## src/pkg/amt_pkg.sv

```systemverilog
package amt_pkg;
  // ****************************************
  // register map
  // ****************************************
  localparam logic [3:0] ADDR_CTRL = 4'h0;
  localparam logic [3:0] ADDR_CMD = 4'h1;
  localparam logic [3:0] ADDR_STATUS = 4'h2;
  localparam logic [3:0] ADDR_OFS_A = 4'h3;
  localparam logic [3:0] ADDR_OFS_B = 4'h4;
  localparam logic [3:0] ADDR_FREQ = 4'h5;
  localparam logic [3:0] ADDR_ACQ_CNT = 4'h6;
  localparam logic [3:0] ADDR_SAVE_CNT = 4'h7;
  // ctrl fields
  localparam int CTRL_SRC_LSB = 0;
  localparam int CTRL_MODE_LSB = 2;
  localparam int CTRL_FALL_BIT = 4;
  localparam int CTRL_DISP_LSB = 5;
  localparam int CTRL_Y5_BIT = 9;
  localparam int CTRL_ADD_BIT = 10;
  localparam int CTRL_INVA_BIT = 11;
  localparam int CTRL_INVB_BIT = 12;
  localparam int CTRL_HOLD_LSB = 16;
  // cmd fields
  localparam int CMD_LOCK_BIT = 0;
  localparam int CMD_WRITE_BIT = 1;
  localparam int CMD_CLEAR_BIT = 2;
  localparam int CMD_SAVE_BIT = 3;
  localparam int CMD_DEST_LSB = 4;
  localparam int CMD_OFS_OP_LSB = 8;
  localparam int CMD_OFS_CH_BIT = 10;
  localparam int CMD_OFS_VAL_LSB = 16;
  // offset operations
  localparam logic [1:0] OFS_UP1 = 2'h0;
  localparam logic [1:0] OFS_DN1 = 2'h1;
  localparam logic [1:0] OFS_STEP10 = 2'h2;
  localparam logic [1:0] OFS_SET = 2'h3;
  localparam logic signed [15:0] OFS_DIV = 16'sh0001;
  localparam logic signed [15:0] OFS_SCREEN = 16'sh000A;
  // trigger
  localparam logic [6:0] PRESCALE_LAST = 7'h7F;
  localparam logic [15:0] FREQ_UP_MHZ = 16'h00A0;
  localparam logic [15:0] FREQ_DN_MHZ = 16'h0096;
  localparam logic [15:0] HOLD_RESET = 16'h0000;
  localparam logic [3:0] DISP_RESET = 4'h1;
  typedef enum logic [1:0] {
    SRC_A = 2'h0, SRC_B = 2'h1, SRC_EXT = 2'h2
  } amt_src_e;
  typedef enum logic [1:0] {
    MODE_DIRECT = 2'h0, MODE_PRESCALED = 2'h1,
    MODE_SYNC = 2'h2, MODE_AUTO = 2'h3
  } amt_mode_e;
  typedef enum logic [1:0] {
    ST_WRITE = 2'h0, ST_LOCK = 2'h1
  } amt_mem_e;
  typedef struct packed {
    logic trig_a;
    logic trig_b;
    logic trig_ext;
  } amt_trig_s;
  typedef struct packed {
    logic [3:0] disp_en;
    logic y5;
    logic add;
    logic diff;
  } amt_disp_s;
endpackage

```

## src/hw/amt_core.sv

```systemverilog
`timescale 1ns/1ps
// Functional notes
// - four wave registers, each holding a channel A and a channel B record
// - new acquisitions are written into wave_reg_zero only
// - save copies wave_reg_zero into any selected subset of one to three
// - any subset of registers may be enabled for display, overlaid
// - y/5 mode separates the four registers vertically
// - lock state blocks every new acquisition
// - write command leaves lock and re-enables acquisition
// - clear empties wave_reg_zero only in write mode; ignored when locked
// - registers one to three are blanked only by reset or by saving a cleared zero
// - per-channel offset, steps of one or ten divisions, or set value
// - add mode sums the two channels into one waveform
// - add mode with exactly one channel inverted gives the difference
// - trigger source is channel A, channel B or external input
// - acquisition starts on the comparator trigger pulse
// - falling slope selected starts on falling crossing, else rising
// - falling slope accepted only in direct edge trigger mode
// - prescaled mode divides the trigger by 128
// - free sync mode uses the holdoff sync adjustment to stabilise
// - auto mode goes prescaled above 160 MHz, back below 150 MHz
module amt_core (
  input wire logic clock,
  input wire logic reset,
  input wire logic [3:0] addr,
  input wire logic [31:0] wdata,
  input wire logic wr,
  input wire logic rd,
  output logic [31:0] rdata,
  input wire logic trig_a,
  input wire logic trig_b,
  input wire logic trig_ext,
  input wire logic [15:0] freq_mhz,
  input wire logic [15:0] sample_a,
  input wire logic [15:0] sample_b,
  output logic acq_start,
  output logic [1:0] trig_src,
  output logic eff_prescaled,
  output logic [15:0] holdoff_sync_adjust,
  output amt_pkg::amt_disp_s disp,
  output logic signed [15:0] ofs_a,
  output logic signed [15:0] ofs_b,
  output logic [15:0] wave_a [4],
  output logic [15:0] wave_b [4],
  output logic [3:0] wave_valid,
  output logic [16:0] sum_wave
);
  // ****************************************
  // pin synchronisers
  // ****************************************
  amt_pkg::amt_trig_s trig_s1_q, trig_s2_q, trig_s3_q;
  amt_pkg::amt_trig_s trig_s1_d, trig_s2_d, trig_s3_d;
  logic [15:0] freq_s1_q, freq_s2_q, freq_s1_d, freq_s2_d;
  logic [15:0] freq_s3_q, freq_s3_d, freq_q, freq_d;

  always_comb begin
    trig_s1_d = '{trig_a: trig_a, trig_b: trig_b, trig_ext: trig_ext};
    trig_s2_d = trig_s1_q;
    trig_s3_d = trig_s2_q;
    freq_s1_d = freq_mhz;
    freq_s2_d = freq_s1_q;
    freq_s3_d = freq_s2_q;
    // a multi-bit word may be caught mid-change; take it only once it
    // has read the same on two edges in a row
    freq_d = (freq_s2_q == freq_s3_q) ? freq_s2_q : freq_q;
  end

  always_ff @(posedge clock) begin
    trig_s1_q <= trig_s1_d;
    trig_s2_q <= trig_s2_d;
    trig_s3_q <= trig_s3_d;
    freq_s1_q <= freq_s1_d;
    freq_s2_q <= freq_s2_d;
    freq_s3_q <= freq_s3_d;
    freq_q <= freq_d;
  end

  // ****************************************
  // configuration registers
  // ****************************************
  logic [1:0] src_q, src_d;
  logic [1:0] mode_q, mode_d;
  logic fall_q, fall_d;
  logic [3:0] disp_q, disp_d;
  logic y5_q, y5_d, add_q, add_d, inva_q, inva_d, invb_q, invb_d;
  logic [15:0] hold_q, hold_d;
  logic signed [15:0] ofs_a_q, ofs_a_d, ofs_b_q, ofs_b_d;
  logic auto_pre_q, auto_pre_d;
  logic cmd_wr;

  function automatic logic signed [15:0] ofs_next(
    input logic signed [15:0] cur,
    input logic [1:0] op,
    input logic dn,
    input logic [15:0] val
  );
    logic signed [15:0] r;
    r = cur;
    unique case (op)
      amt_pkg::OFS_UP1: r = cur + amt_pkg::OFS_DIV;
      amt_pkg::OFS_DN1: r = cur - amt_pkg::OFS_DIV;
      amt_pkg::OFS_STEP10: r = dn ? cur - amt_pkg::OFS_SCREEN
                                  : cur + amt_pkg::OFS_SCREEN;
      amt_pkg::OFS_SET: r = $signed(val);
    endcase
    return r;
  endfunction

  assign cmd_wr = wr && (addr == amt_pkg::ADDR_CMD);

  always_comb begin
    src_d = src_q;
    mode_d = mode_q;
    fall_d = fall_q;
    disp_d = disp_q;
    y5_d = y5_q;
    add_d = add_q;
    inva_d = inva_q;
    invb_d = invb_q;
    hold_d = hold_q;
    ofs_a_d = ofs_a_q;
    ofs_b_d = ofs_b_q;
    if (wr && addr == amt_pkg::ADDR_CTRL) begin
      // unused source code falls back to channel A
      src_d = (wdata[amt_pkg::CTRL_SRC_LSB +: 2] == 2'h3) ? 2'h0
            : wdata[amt_pkg::CTRL_SRC_LSB +: 2];
      mode_d = wdata[amt_pkg::CTRL_MODE_LSB +: 2];
      // slope bit is dropped unless the new mode is direct edge
      fall_d = wdata[amt_pkg::CTRL_FALL_BIT] &&
               (wdata[amt_pkg::CTRL_MODE_LSB +: 2] ==
                amt_pkg::MODE_DIRECT);
      disp_d = wdata[amt_pkg::CTRL_DISP_LSB +: 4];
      y5_d = wdata[amt_pkg::CTRL_Y5_BIT];
      add_d = wdata[amt_pkg::CTRL_ADD_BIT];
      inva_d = wdata[amt_pkg::CTRL_INVA_BIT];
      invb_d = wdata[amt_pkg::CTRL_INVB_BIT];
      hold_d = wdata[amt_pkg::CTRL_HOLD_LSB +: 16];
    end
    if (cmd_wr) begin
      if (!wdata[amt_pkg::CMD_OFS_CH_BIT]) begin
        ofs_a_d = ofs_next(ofs_a_q, wdata[amt_pkg::CMD_OFS_OP_LSB +: 2],
                           wdata[amt_pkg::CMD_OFS_VAL_LSB + 15],
                           wdata[amt_pkg::CMD_OFS_VAL_LSB +: 16]);
      end else begin
        ofs_b_d = ofs_next(ofs_b_q, wdata[amt_pkg::CMD_OFS_OP_LSB +: 2],
                           wdata[amt_pkg::CMD_OFS_VAL_LSB + 15],
                           wdata[amt_pkg::CMD_OFS_VAL_LSB +: 16]);
      end
    end
  end

  // ****************************************
  // automatic mode hysteresis
  // ****************************************
  always_comb begin
    auto_pre_d = auto_pre_q;
    if (!auto_pre_q && freq_q > amt_pkg::FREQ_UP_MHZ) begin
      auto_pre_d = 1'b1;
    end else if (auto_pre_q && freq_q < amt_pkg::FREQ_DN_MHZ) begin
      auto_pre_d = 1'b0;
    end
  end

  always_ff @(posedge clock) begin
    if (reset) begin
      src_q <= 2'h0;
      mode_q <= 2'h0;
      fall_q <= 1'b0;
      disp_q <= amt_pkg::DISP_RESET;
      y5_q <= 1'b0;
      add_q <= 1'b0;
      inva_q <= 1'b0;
      invb_q <= 1'b0;
      hold_q <= amt_pkg::HOLD_RESET;
      ofs_a_q <= 16'sh0000;
      ofs_b_q <= 16'sh0000;
      auto_pre_q <= 1'b0;
    end else begin
      src_q <= src_d;
      mode_q <= mode_d;
      fall_q <= fall_d;
      disp_q <= disp_d;
      y5_q <= y5_d;
      add_q <= add_d;
      inva_q <= inva_d;
      invb_q <= invb_d;
      hold_q <= hold_d;
      ofs_a_q <= ofs_a_d;
      ofs_b_q <= ofs_b_d;
      auto_pre_q <= auto_pre_d;
    end
  end

  // ****************************************
  // trigger path
  // ****************************************
  logic pre_mode, sync_mode, trig_cur, trig_prev, edge_hit, trig_evt;
  logic [6:0] pre_cnt_q, pre_cnt_d;

  always_comb begin
    unique case (src_q)
      amt_pkg::SRC_B: begin
        trig_cur = trig_s2_q.trig_b;
        trig_prev = trig_s3_q.trig_b;
      end
      amt_pkg::SRC_EXT: begin
        trig_cur = trig_s2_q.trig_ext;
        trig_prev = trig_s3_q.trig_ext;
      end
      default: begin
        trig_cur = trig_s2_q.trig_a;
        trig_prev = trig_s3_q.trig_a;
      end
    endcase
    pre_mode = (mode_q == amt_pkg::MODE_PRESCALED) ||
               (mode_q == amt_pkg::MODE_AUTO && auto_pre_q);
    sync_mode = (mode_q == amt_pkg::MODE_SYNC);
    edge_hit = fall_q ? (trig_prev && !trig_cur)
                      : (!trig_prev && trig_cur);
    pre_cnt_d = pre_cnt_q;
    if (pre_mode && edge_hit) begin
      pre_cnt_d = pre_cnt_q + 7'h01;
    end
    trig_evt = edge_hit && !sync_mode &&
               (!pre_mode || pre_cnt_q == amt_pkg::PRESCALE_LAST);
  end

  always_ff @(posedge clock) begin
    if (reset) begin
      pre_cnt_q <= 7'h00;
    end else begin
      pre_cnt_q <= pre_cnt_d;
    end
  end

  // ****************************************
  // memory state and wave registers
  // ****************************************
  amt_pkg::amt_mem_e mem_q, mem_d;
  logic [15:0] wa_q [4], wa_d [4], wb_q [4], wb_d [4];
  logic [3:0] val_q, val_d;
  logic start_q, start_d;
  logic [15:0] acq_cnt_q, acq_cnt_d, save_cnt_q, save_cnt_d;

  always_comb begin
    mem_d = mem_q;
    wa_d = wa_q;
    wb_d = wb_q;
    val_d = val_q;
    acq_cnt_d = acq_cnt_q;
    save_cnt_d = save_cnt_q;
    start_d = 1'b0;
    if (cmd_wr && wdata[amt_pkg::CMD_WRITE_BIT]) begin
      mem_d = amt_pkg::ST_WRITE;
    end else if (cmd_wr && wdata[amt_pkg::CMD_LOCK_BIT]) begin
      mem_d = amt_pkg::ST_LOCK;
    end
    if (cmd_wr && wdata[amt_pkg::CMD_CLEAR_BIT] &&
        mem_q == amt_pkg::ST_WRITE) begin
      wa_d[0] = 16'h0000;
      wb_d[0] = 16'h0000;
      val_d[0] = 1'b0;
    end
    // a commit beside a clear wins, so a fresh record is never lost
    // a trigger in lock is dropped, not deferred
    if (trig_evt && mem_q == amt_pkg::ST_WRITE) begin
      wa_d[0] = sample_a;
      wb_d[0] = sample_b;
      val_d[0] = 1'b1;
      start_d = 1'b1;
      acq_cnt_d = acq_cnt_q + 16'h0001;
    end
    if (cmd_wr && wdata[amt_pkg::CMD_SAVE_BIT]) begin
      // copies the pre-edge contents of zero; zero itself is untouched
      for (int i = 1; i < 4; i++) begin
        if (wdata[amt_pkg::CMD_DEST_LSB + i - 1]) begin
          wa_d[i] = wa_q[0];
          wb_d[i] = wb_q[0];
          val_d[i] = val_q[0];
        end
      end
      save_cnt_d = save_cnt_q + 16'h0001;
    end
  end

  always_ff @(posedge clock) begin
    if (reset) begin
      mem_q <= amt_pkg::ST_WRITE;
      for (int i = 0; i < 4; i++) begin
        wa_q[i] <= 16'h0000;
        wb_q[i] <= 16'h0000;
      end
      val_q <= 4'h0;
      start_q <= 1'b0;
      acq_cnt_q <= 16'h0000;
      save_cnt_q <= 16'h0000;
    end else begin
      mem_q <= mem_d;
      wa_q <= wa_d;
      wb_q <= wb_d;
      val_q <= val_d;
      start_q <= start_d;
      acq_cnt_q <= acq_cnt_d;
      save_cnt_q <= save_cnt_d;
    end
  end

  // ****************************************
  // display combine and read-back
  // ****************************************
  amt_pkg::amt_disp_s disp_d2, disp_q2;
  logic [16:0] sum_q, sum_d;
  logic [31:0] rdata_q, rdata_d;

  always_comb begin
    disp_d2 = '{disp_en: disp_q, y5: y5_q, add: add_q,
                diff: add_q && (inva_q ^ invb_q)};
    sum_d = 17'h00000;
    if (add_q) begin
      // registered sum of zero; sign handling left to the display
      sum_d = (inva_q ^ invb_q)
            ? (inva_q ? {1'b0, wb_q[0]} - {1'b0, wa_q[0]}
                      : {1'b0, wa_q[0]} - {1'b0, wb_q[0]})
            : {1'b0, wa_q[0]} + {1'b0, wb_q[0]};
    end
    rdata_d = 32'h00000000;
    if (rd) begin
      unique case (addr)
        amt_pkg::ADDR_CTRL: rdata_d = {hold_q, 3'h0, invb_q, inva_q,
                                       add_q, y5_q, disp_q, fall_q,
                                       mode_q, src_q};
        amt_pkg::ADDR_STATUS: rdata_d = {24'h000000, val_q, 1'b0,
                                         pre_mode, auto_pre_q,
                                         mem_q == amt_pkg::ST_LOCK};
        amt_pkg::ADDR_OFS_A: rdata_d = {16'h0000, ofs_a_q};
        amt_pkg::ADDR_OFS_B: rdata_d = {16'h0000, ofs_b_q};
        amt_pkg::ADDR_FREQ: rdata_d = {16'h0000, freq_q};
        amt_pkg::ADDR_ACQ_CNT: rdata_d = {16'h0000, acq_cnt_q};
        amt_pkg::ADDR_SAVE_CNT: rdata_d = {16'h0000, save_cnt_q};
        default: rdata_d = 32'h00000000;
      endcase
    end
  end

  always_ff @(posedge clock) begin
    if (reset) begin
      disp_q2 <= '0;
      sum_q <= 17'h00000;
      rdata_q <= 32'h00000000;
    end else begin
      disp_q2 <= disp_d2;
      sum_q <= sum_d;
      rdata_q <= rdata_d;
    end
  end

  assign rdata = rdata_q;
  assign acq_start = start_q;
  assign trig_src = src_q;
  assign eff_prescaled = auto_pre_q;
  assign holdoff_sync_adjust = hold_q;
  assign disp = disp_q2;
  assign ofs_a = ofs_a_q;
  assign ofs_b = ofs_b_q;
  assign wave_a = wa_q;
  assign wave_b = wb_q;
  assign wave_valid = val_q;
  assign sum_wave = sum_q;
endmodule

```

## config.mk

```make
export PLATFORM = sky130hd
export DESIGN_NAME = amt_core
export DESIGN_NICKNAME = d
export VERILOG_FILES = /design/src/pkg/amt_pkg.sv /design/src/hw/amt_core.sv
export SDC_FILE = /design/constraint.sdc
export NUM_CORES = 1
export LEC_CHECK = 0
export ABC_CLOCK_PERIOD_IN_PS = 6640
export BUFFER_PORTS_ARGS = -buffer_cell sky130_fd_sc_hd__buf_2
export CAP_MARGIN = 20
export CELL_PAD_IN_SITES_DETAIL_PLACEMENT = 1
export CELL_PAD_IN_SITES_GLOBAL_PLACEMENT = 1
export CORE_MARGIN = 2
export CORE_UTILIZATION = 45
export CTS_CLUSTER_SIZE = 40
export DETAILED_ROUTE_END_ITERATION = 12
export PLACE_DENSITY = 0.85
export SLEW_MARGIN = 20
export SYNTH_ARGS = -nofsm -noshare
export SYNTH_HDL_FRONTEND = slang
export SYNTH_SLANG_ARGS = --single-unit
```

## constraint.sdc

```tcl
create_clock -name clock -period 6.64 [get_ports clock]
set_input_delay 0.332 -clock clock [delete_from_list [all_inputs] [get_ports clock]]
set_output_delay 0.332 -clock clock [all_outputs]
set_load 0.005 [all_outputs]
```

# Yosys cells after proc, flatten, opt, wreduce, memory -nomap -nowiden
# Cells that the tools add are included.
dict set report word_totals {
  word_cells 144
  regBits 364
  output_inout_bits 240
  in_bits 91
}
dict set report op_classes {
  n_addsub 14
  order_cmp 2
  n_reduce_logical 39
  mux 19
  n_eq_ne 18
  bitwise 4
}
# cell count
set op_table {}
lappend op_table {{$pmux W32 S7} 1}
lappend op_table {{$pmux W16 S4} 2}
lappend op_table {{$mux W16} 5}
lappend op_table {{$mux W17} 2}
lappend op_table {{$sub A16 B16 Y17} 2}
lappend op_table {{$add A16 B1 Y16 const B} 2}
lappend op_table {{$add A16 B2 Y16 const B} 2}
lappend op_table {{$add A16 B5 Y16 const B} 2}
lappend op_table {{$sub A16 B2 Y16 const B} 2}
lappend op_table {{$sub A16 B5 Y16 const B} 2}
lappend op_table {{$logic_and A1 B1 Y1} 18}
lappend op_table {{$add A16 B16 Y17} 1}
lappend op_table {{$eq A16 B16 Y1} 1}
lappend op_table {{$eq A4 B3 Y1 const B} 4}
lappend op_table {{$gt A16 B8 Y1 const B} 1}
lappend op_table {{$lt A16 B8 Y1 const B} 1}
lappend op_table {{$eq A2 B2 Y1 const B} 6}
lappend op_table {{$reduce_and A2 Y1} 5}
lappend op_table {{$eq A4 B2 Y1 const B} 2}
lappend op_table {{$add A7 B1 Y7 const B} 1}
lappend op_table {{$eq A7 B7 Y1 const B} 1}
lappend op_table {{$eq A2 B1 Y1 const B} 3}
lappend op_table {{$logic_not A2 Y1} 3}
lappend op_table {{$mux W1} 6}
lappend op_table {{10 further kinds} 21}

# Logic depth before layout (Yosys ltp)
dict set report logic_depth {
  depth_word 9
  depth_mapped 14
  mapped_depth_nobuf 10
}

# Least setup slack after synthesis
# OpenSTA, ideal clock, no wires.
dict set report synth_timing {
  path_type {input to register}
  startpoint {input port wdata[9]}
  endpoint {register ofs_b_q[14], in the netlist ofs_b[14]}
  setup_time_ns 0.131
  required_ns 6.509
  t_arrival_ns 2.711
  n_path_buf 3
  setup_slack_ns 3.799
  stages 13
  cell_sequence {buf_4 -> nand2b_1 -> buf_4 -> buf_2 -> xnor2_1 -> ha_1 -> and3_1 -> nand4b_1 -> a221oi_2 -> mux2i_1 -> xor2_1 -> a221o_1 -> nor3b_1}
}
dict set report synth_between {
  elab_chain_cells 2
  elab_cells_between_ends 5
  cone_classes {eq/ne (3); mux (1); reduce/logical (1)}
}
# item line_no
set synth_rtl {}
lappend synth_rtl {{from (decl)} amt_core.sv:26} ;# input wire logic [31:0] wdata,
lappend synth_rtl {{$eq A2 B2 Y1, or another cell as far along} amt_core.sv:99} ;# unique case (op)
lappend synth_rtl {{$pmux W16 S4 (*)} amt_core.sv:99}
lappend synth_rtl {{to (signal assigned)} amt_core.sv:189} ;# ofs_b_q <= ofs_b_d;
lappend synth_rtl {{to (decl)} amt_core.sv:87} ;# logic signed [15:0] ofs_a_q, ofs_a_d, ofs_b_q, ofs_b_d;
# Every way passes the cells marked *; elsewhere a longest branch is shown, timed or not.
# A chain may end at the register's enable or synchronous reset.

# Final worst setup path
dict set report layout_timing {
  startpoint {register wb_q (netlist bit wave_b[48])}
  endpoint {register sum_q[16], in the netlist sum_wave[16]}
}
dict set report layout_between {
  elab_chain_cells 3
  elab_cells_between_ends 5
  cone_classes {add/sub (3); mux (2)}
}
# item line_no
set layout_rtl {}
lappend layout_rtl {{from (decl)} amt_core.sv:240} ;# logic [15:0] wa_q [4], wa_d [4], wb_q [4], wb_d [4];
lappend layout_rtl {{from (signal assigned)} amt_core.sv:300} ;# wb_q <= wb_d;
lappend layout_rtl {{$sub A16 B16 Y17 (on tied branches)} {amt_core.sv:323, amt_core.sv:322}}
lappend layout_rtl {{$mux W17} amt_core.sv:322} ;# ? (inva_q ? {1'b0, wb_q[0]} - {1'b0, wa_q[0]}
lappend layout_rtl {{$mux W17 (*)} amt_core.sv:322}
lappend layout_rtl {{to (signal assigned)} amt_core.sv:352} ;# sum_q <= sum_d;
lappend layout_rtl {{to (decl)} amt_core.sv:312} ;# logic [16:0] sum_q, sum_d;
# Marked as above.

==> impl_metrics.toml <==
[status]
status = "finished clean"

[power]
switching_share_pct = 25.98
clkPwrFrac_pct = 47.6
internal_power_mw = 3.908
power_density_mw_per_mm2 = 240.9
pwr-share-comb_pct = 8.8
peakVddDrop_mv = 0.1785
switchingPower_mw = 1.372
p_leak_nw = 9.068
seq_power_share_pct = 43.6

[timing]
hold_viol = 0
maxSlewHeadroom_pct = 28.62
fmax_ghz = 0.2832
slew_violations = 0
rsz0062_at_grt = "no"
final.setup.tns_ps = 0
fin_crit_ps = 3531
finalSetupViolCount = 0
period_share_pct = 53.17
finalClockSkew_ps = 45.38
max_slew.worst_pin.slew_ps = 1068

[global_route]
grt_pass1_wl_um = 110100
grt_max_degree = 128
met1_usage_pct = 38.67
met3_usage_pct = 6.680
grt-ovfl-total = 0
grt_pass1_vias = 18930
use_met2_pct = 58.28
grtUsageTotal_pct = 33.95
top_usage_layer = "met2"
antenna_found_initial = 3

[route]
num_vias = 18083
wirelength_um = 72160
wl_per_cell_um = 24.21
vias_per_cell = 6.066
drcViolationCount = 0
drt.antenna.violating_nets = 0
drtPass1Iterations = 5
drt_iter0_markers = 1462

[logic_synthesis]
synthAdderAreaFrac_pct = 6.194
synth_compound_area_share_pct = 19.87
synth_simple_gate_area_share_pct = 20.19
ys.flop_type = "dfxtp_1"
yosys-top-cells-count = "nand2_1 (373), dfxtp_1 (348), a21oi_1 (233)"
yosysMostFrequentCell = "nand2_1"
syn_nets = 2297
syn_area_per_cell_um2 = 8.480
synth_cell_types = 96
synth_area_mm2 = 0.01798
ys_ff_latch = 364
synth.top_cells.by_area = "dfxtp_1 (39%), nand2_1 (7.8%), a21oi_1 (6.5%), ha_1 (5.6%), nor2_1 (2.9%)"
synth.area.mux_share_pct = 2.958
synth_edf_count = 16
synth_top_family_by_area = "simple AND/OR/NAND/NOR gates"
seq_area_frac_synth_pct = 41.42
syn_inst = 2120
synth_warnings = 0
synth_top_area_share_pct = 38.75
yosys.area.top_type = "dfxtp_1"
synth-async-reset-ratio_pct = 0
synth_xor_area_share_pct = 4.482

[clocking]
clock-sinks = 364
htree_levels = 2
insertion_delay_ps = 600
cts_tree = "done"
clk_pin_slew_ps = 70
cts_root_buffer = "clkbuf_16"
cts_setup_buffers = 0
clk_path_buf_depth = 3
cts_resized = 0
cts_made_buffers = 41

[critical_path]
ff2ff_setup_slack_ps = 3110
r2r-end = "sum_wave[16]"
cp-start-kind = "flip-flop"
critPathTopFamily = "compound AO/OA/AOI/OAI gates"
crit_top_cell = "a221oi_2"
path_class = "flip-flop to flip-flop"
cp.depth = 10
critPathBufInv = 1
cp_slowest_cell = "dfxtp_1"
crit_arrival_ps = 3940
endpoint_kind = "flip-flop"
max_stage_delay_ps = 690
reg2reg_depth = 10
path_cells = "ha_1 -> inv_1 -> fa_1 -> or2_1 -> a221oi_2 -> o21bai_1 -> a221oi_2 -> nor2_1 -> o311a_1 -> nor4_1"
r2r-start = "wave_b[48]"
path_max_fanout = 8
required_ps = 7050

[place]
dpl.hpwl_um = 46840
port_buffers = 327
place.gp.congestion = 0.9366

[layout]
seq_area_mm2 = 0.007447
fin_nets = 2598
area_delta_synth_final_pct = 21.91
drive_gt1_share_pct = 19.03
nFillCells = 4648
multi_input_area_mm2 = 0.009684
final_core_util_pct = 55.42

[hold_path]
hold_end = "holdoff_sync_adjust[10]"
hold_start = "wdata[26]"
whs_path_depth = 3
hp-class = "input pin to flip-flop"

[floorplanning]
die_area_mm2 = 0.04157
start_util_pct = 45.46
fp.dieW_um = 203.9
die_h_um = 203.9
io_pins = 331
rows = 73
design.core.area_mm2 = 0.03955

[run]
cap_viol_max_count = 0
-- logic make-up after synthesis --
group,after synthesis
compound gates,546
xor+xnor,92
fa+ha+maj,86
buf+inv,216
flops,364
mux,45
simple gates,771
-- power groups by stage --
stage	Sequential [mW]	Clock, mW	Combinational [mW]
after CTS	2.30	2.50	0.451
after floorplan	2.32	0	0.283
after global placement	2.34	0	0.404
after global routing	2.31	2.62	0.503
final	2.30	2.51	0.465
after detailed placement	2.35	0	0.418
-- layout make-up --
cell class	instances	area share, %
antenna	2	0.02283
clock buffer	52	5.292
clock inverter	24	1.444
inverter	67	1.147
multi-input combinational	1540	44.19
sequential	364	33.98
tap	525	2.997
timing repair buffer	407	10.93
-- worst max path at each step --
stage	from	endpoint	slack, ps
after floorplan	wdata[9]	ofs_b[14]	3800
after global placement	wdata[9]	ofs_b[14]	3130
after detailed placement	wdata[9]	ofs_b[14]	3010
after CTS	wave_b[49]	sum_wave[16]	3180
after global routing	wave_b[49]	sum_wave[16]	2990
final	wave_b[48]	sum_wave[16]	3110
-- cells in the final DEF (no fill, tap or decap), drive strengths merged, types with 15 or more instances in the layout --
cell	count
o21ai	70
edfxtp	16
nor2	140
clkbuf	52
xor2	43
and2	25
dlygate4sd3	61
o21bai	15
nand2b	16
a31oi	21
a221oi	16
dfxtp	348
nand2	373
inv	70
nor2b	17
a211oi	22
a22o	41
a21oi	236
xnor2	49
and3	21
ha	81
mux2i	34
buf	346
a21o	16
nor3	38
nor4	26
nand4	27
nand3	44
-- flip-flops by register name, indices dropped and copies added, names as in the netlist, 17 cells and up --
signal / flops
wave_b: 64
rdata: 32
sum_wave: 17
wave_a: 64
-- routing by layer --
metal	share of wire, %	wire (µm)	vias up
li1	-	-	8074
met1	38	27090	8889
met2	49	35330	848
met3	7.0	5018	270
met4	6.5	4712	2
met5	0.018	13	-
-- stage by stage --
step	total power [mW]	setup slack, ps	instance area [µm²]	hold WS, ps	std cells
after global routing	5.433	2986	21920	5.795	2981
final	5.280	3109	21920	15.41	2981
after global placement	2.748	3131	19820	312.6	2842
after CTS	5.248	3180	21900	1.218	2978
after floorplan	2.599	3799	17980	309.6	2120
after detailed placement	2.765	3010	19820	313.2	2842
-- worst min-delay path, stage by stage --
cell     delay, ps
buf_2          110
nand2_1         50
a21oi_1         50
-- timing repair --
action                                 CTS  global route
setup endpoints to repair                0             0
endpoints found under the hold margin   60             1
hold buffers                            60             1
No activity file was read; power rests on OpenSTA's default activity.
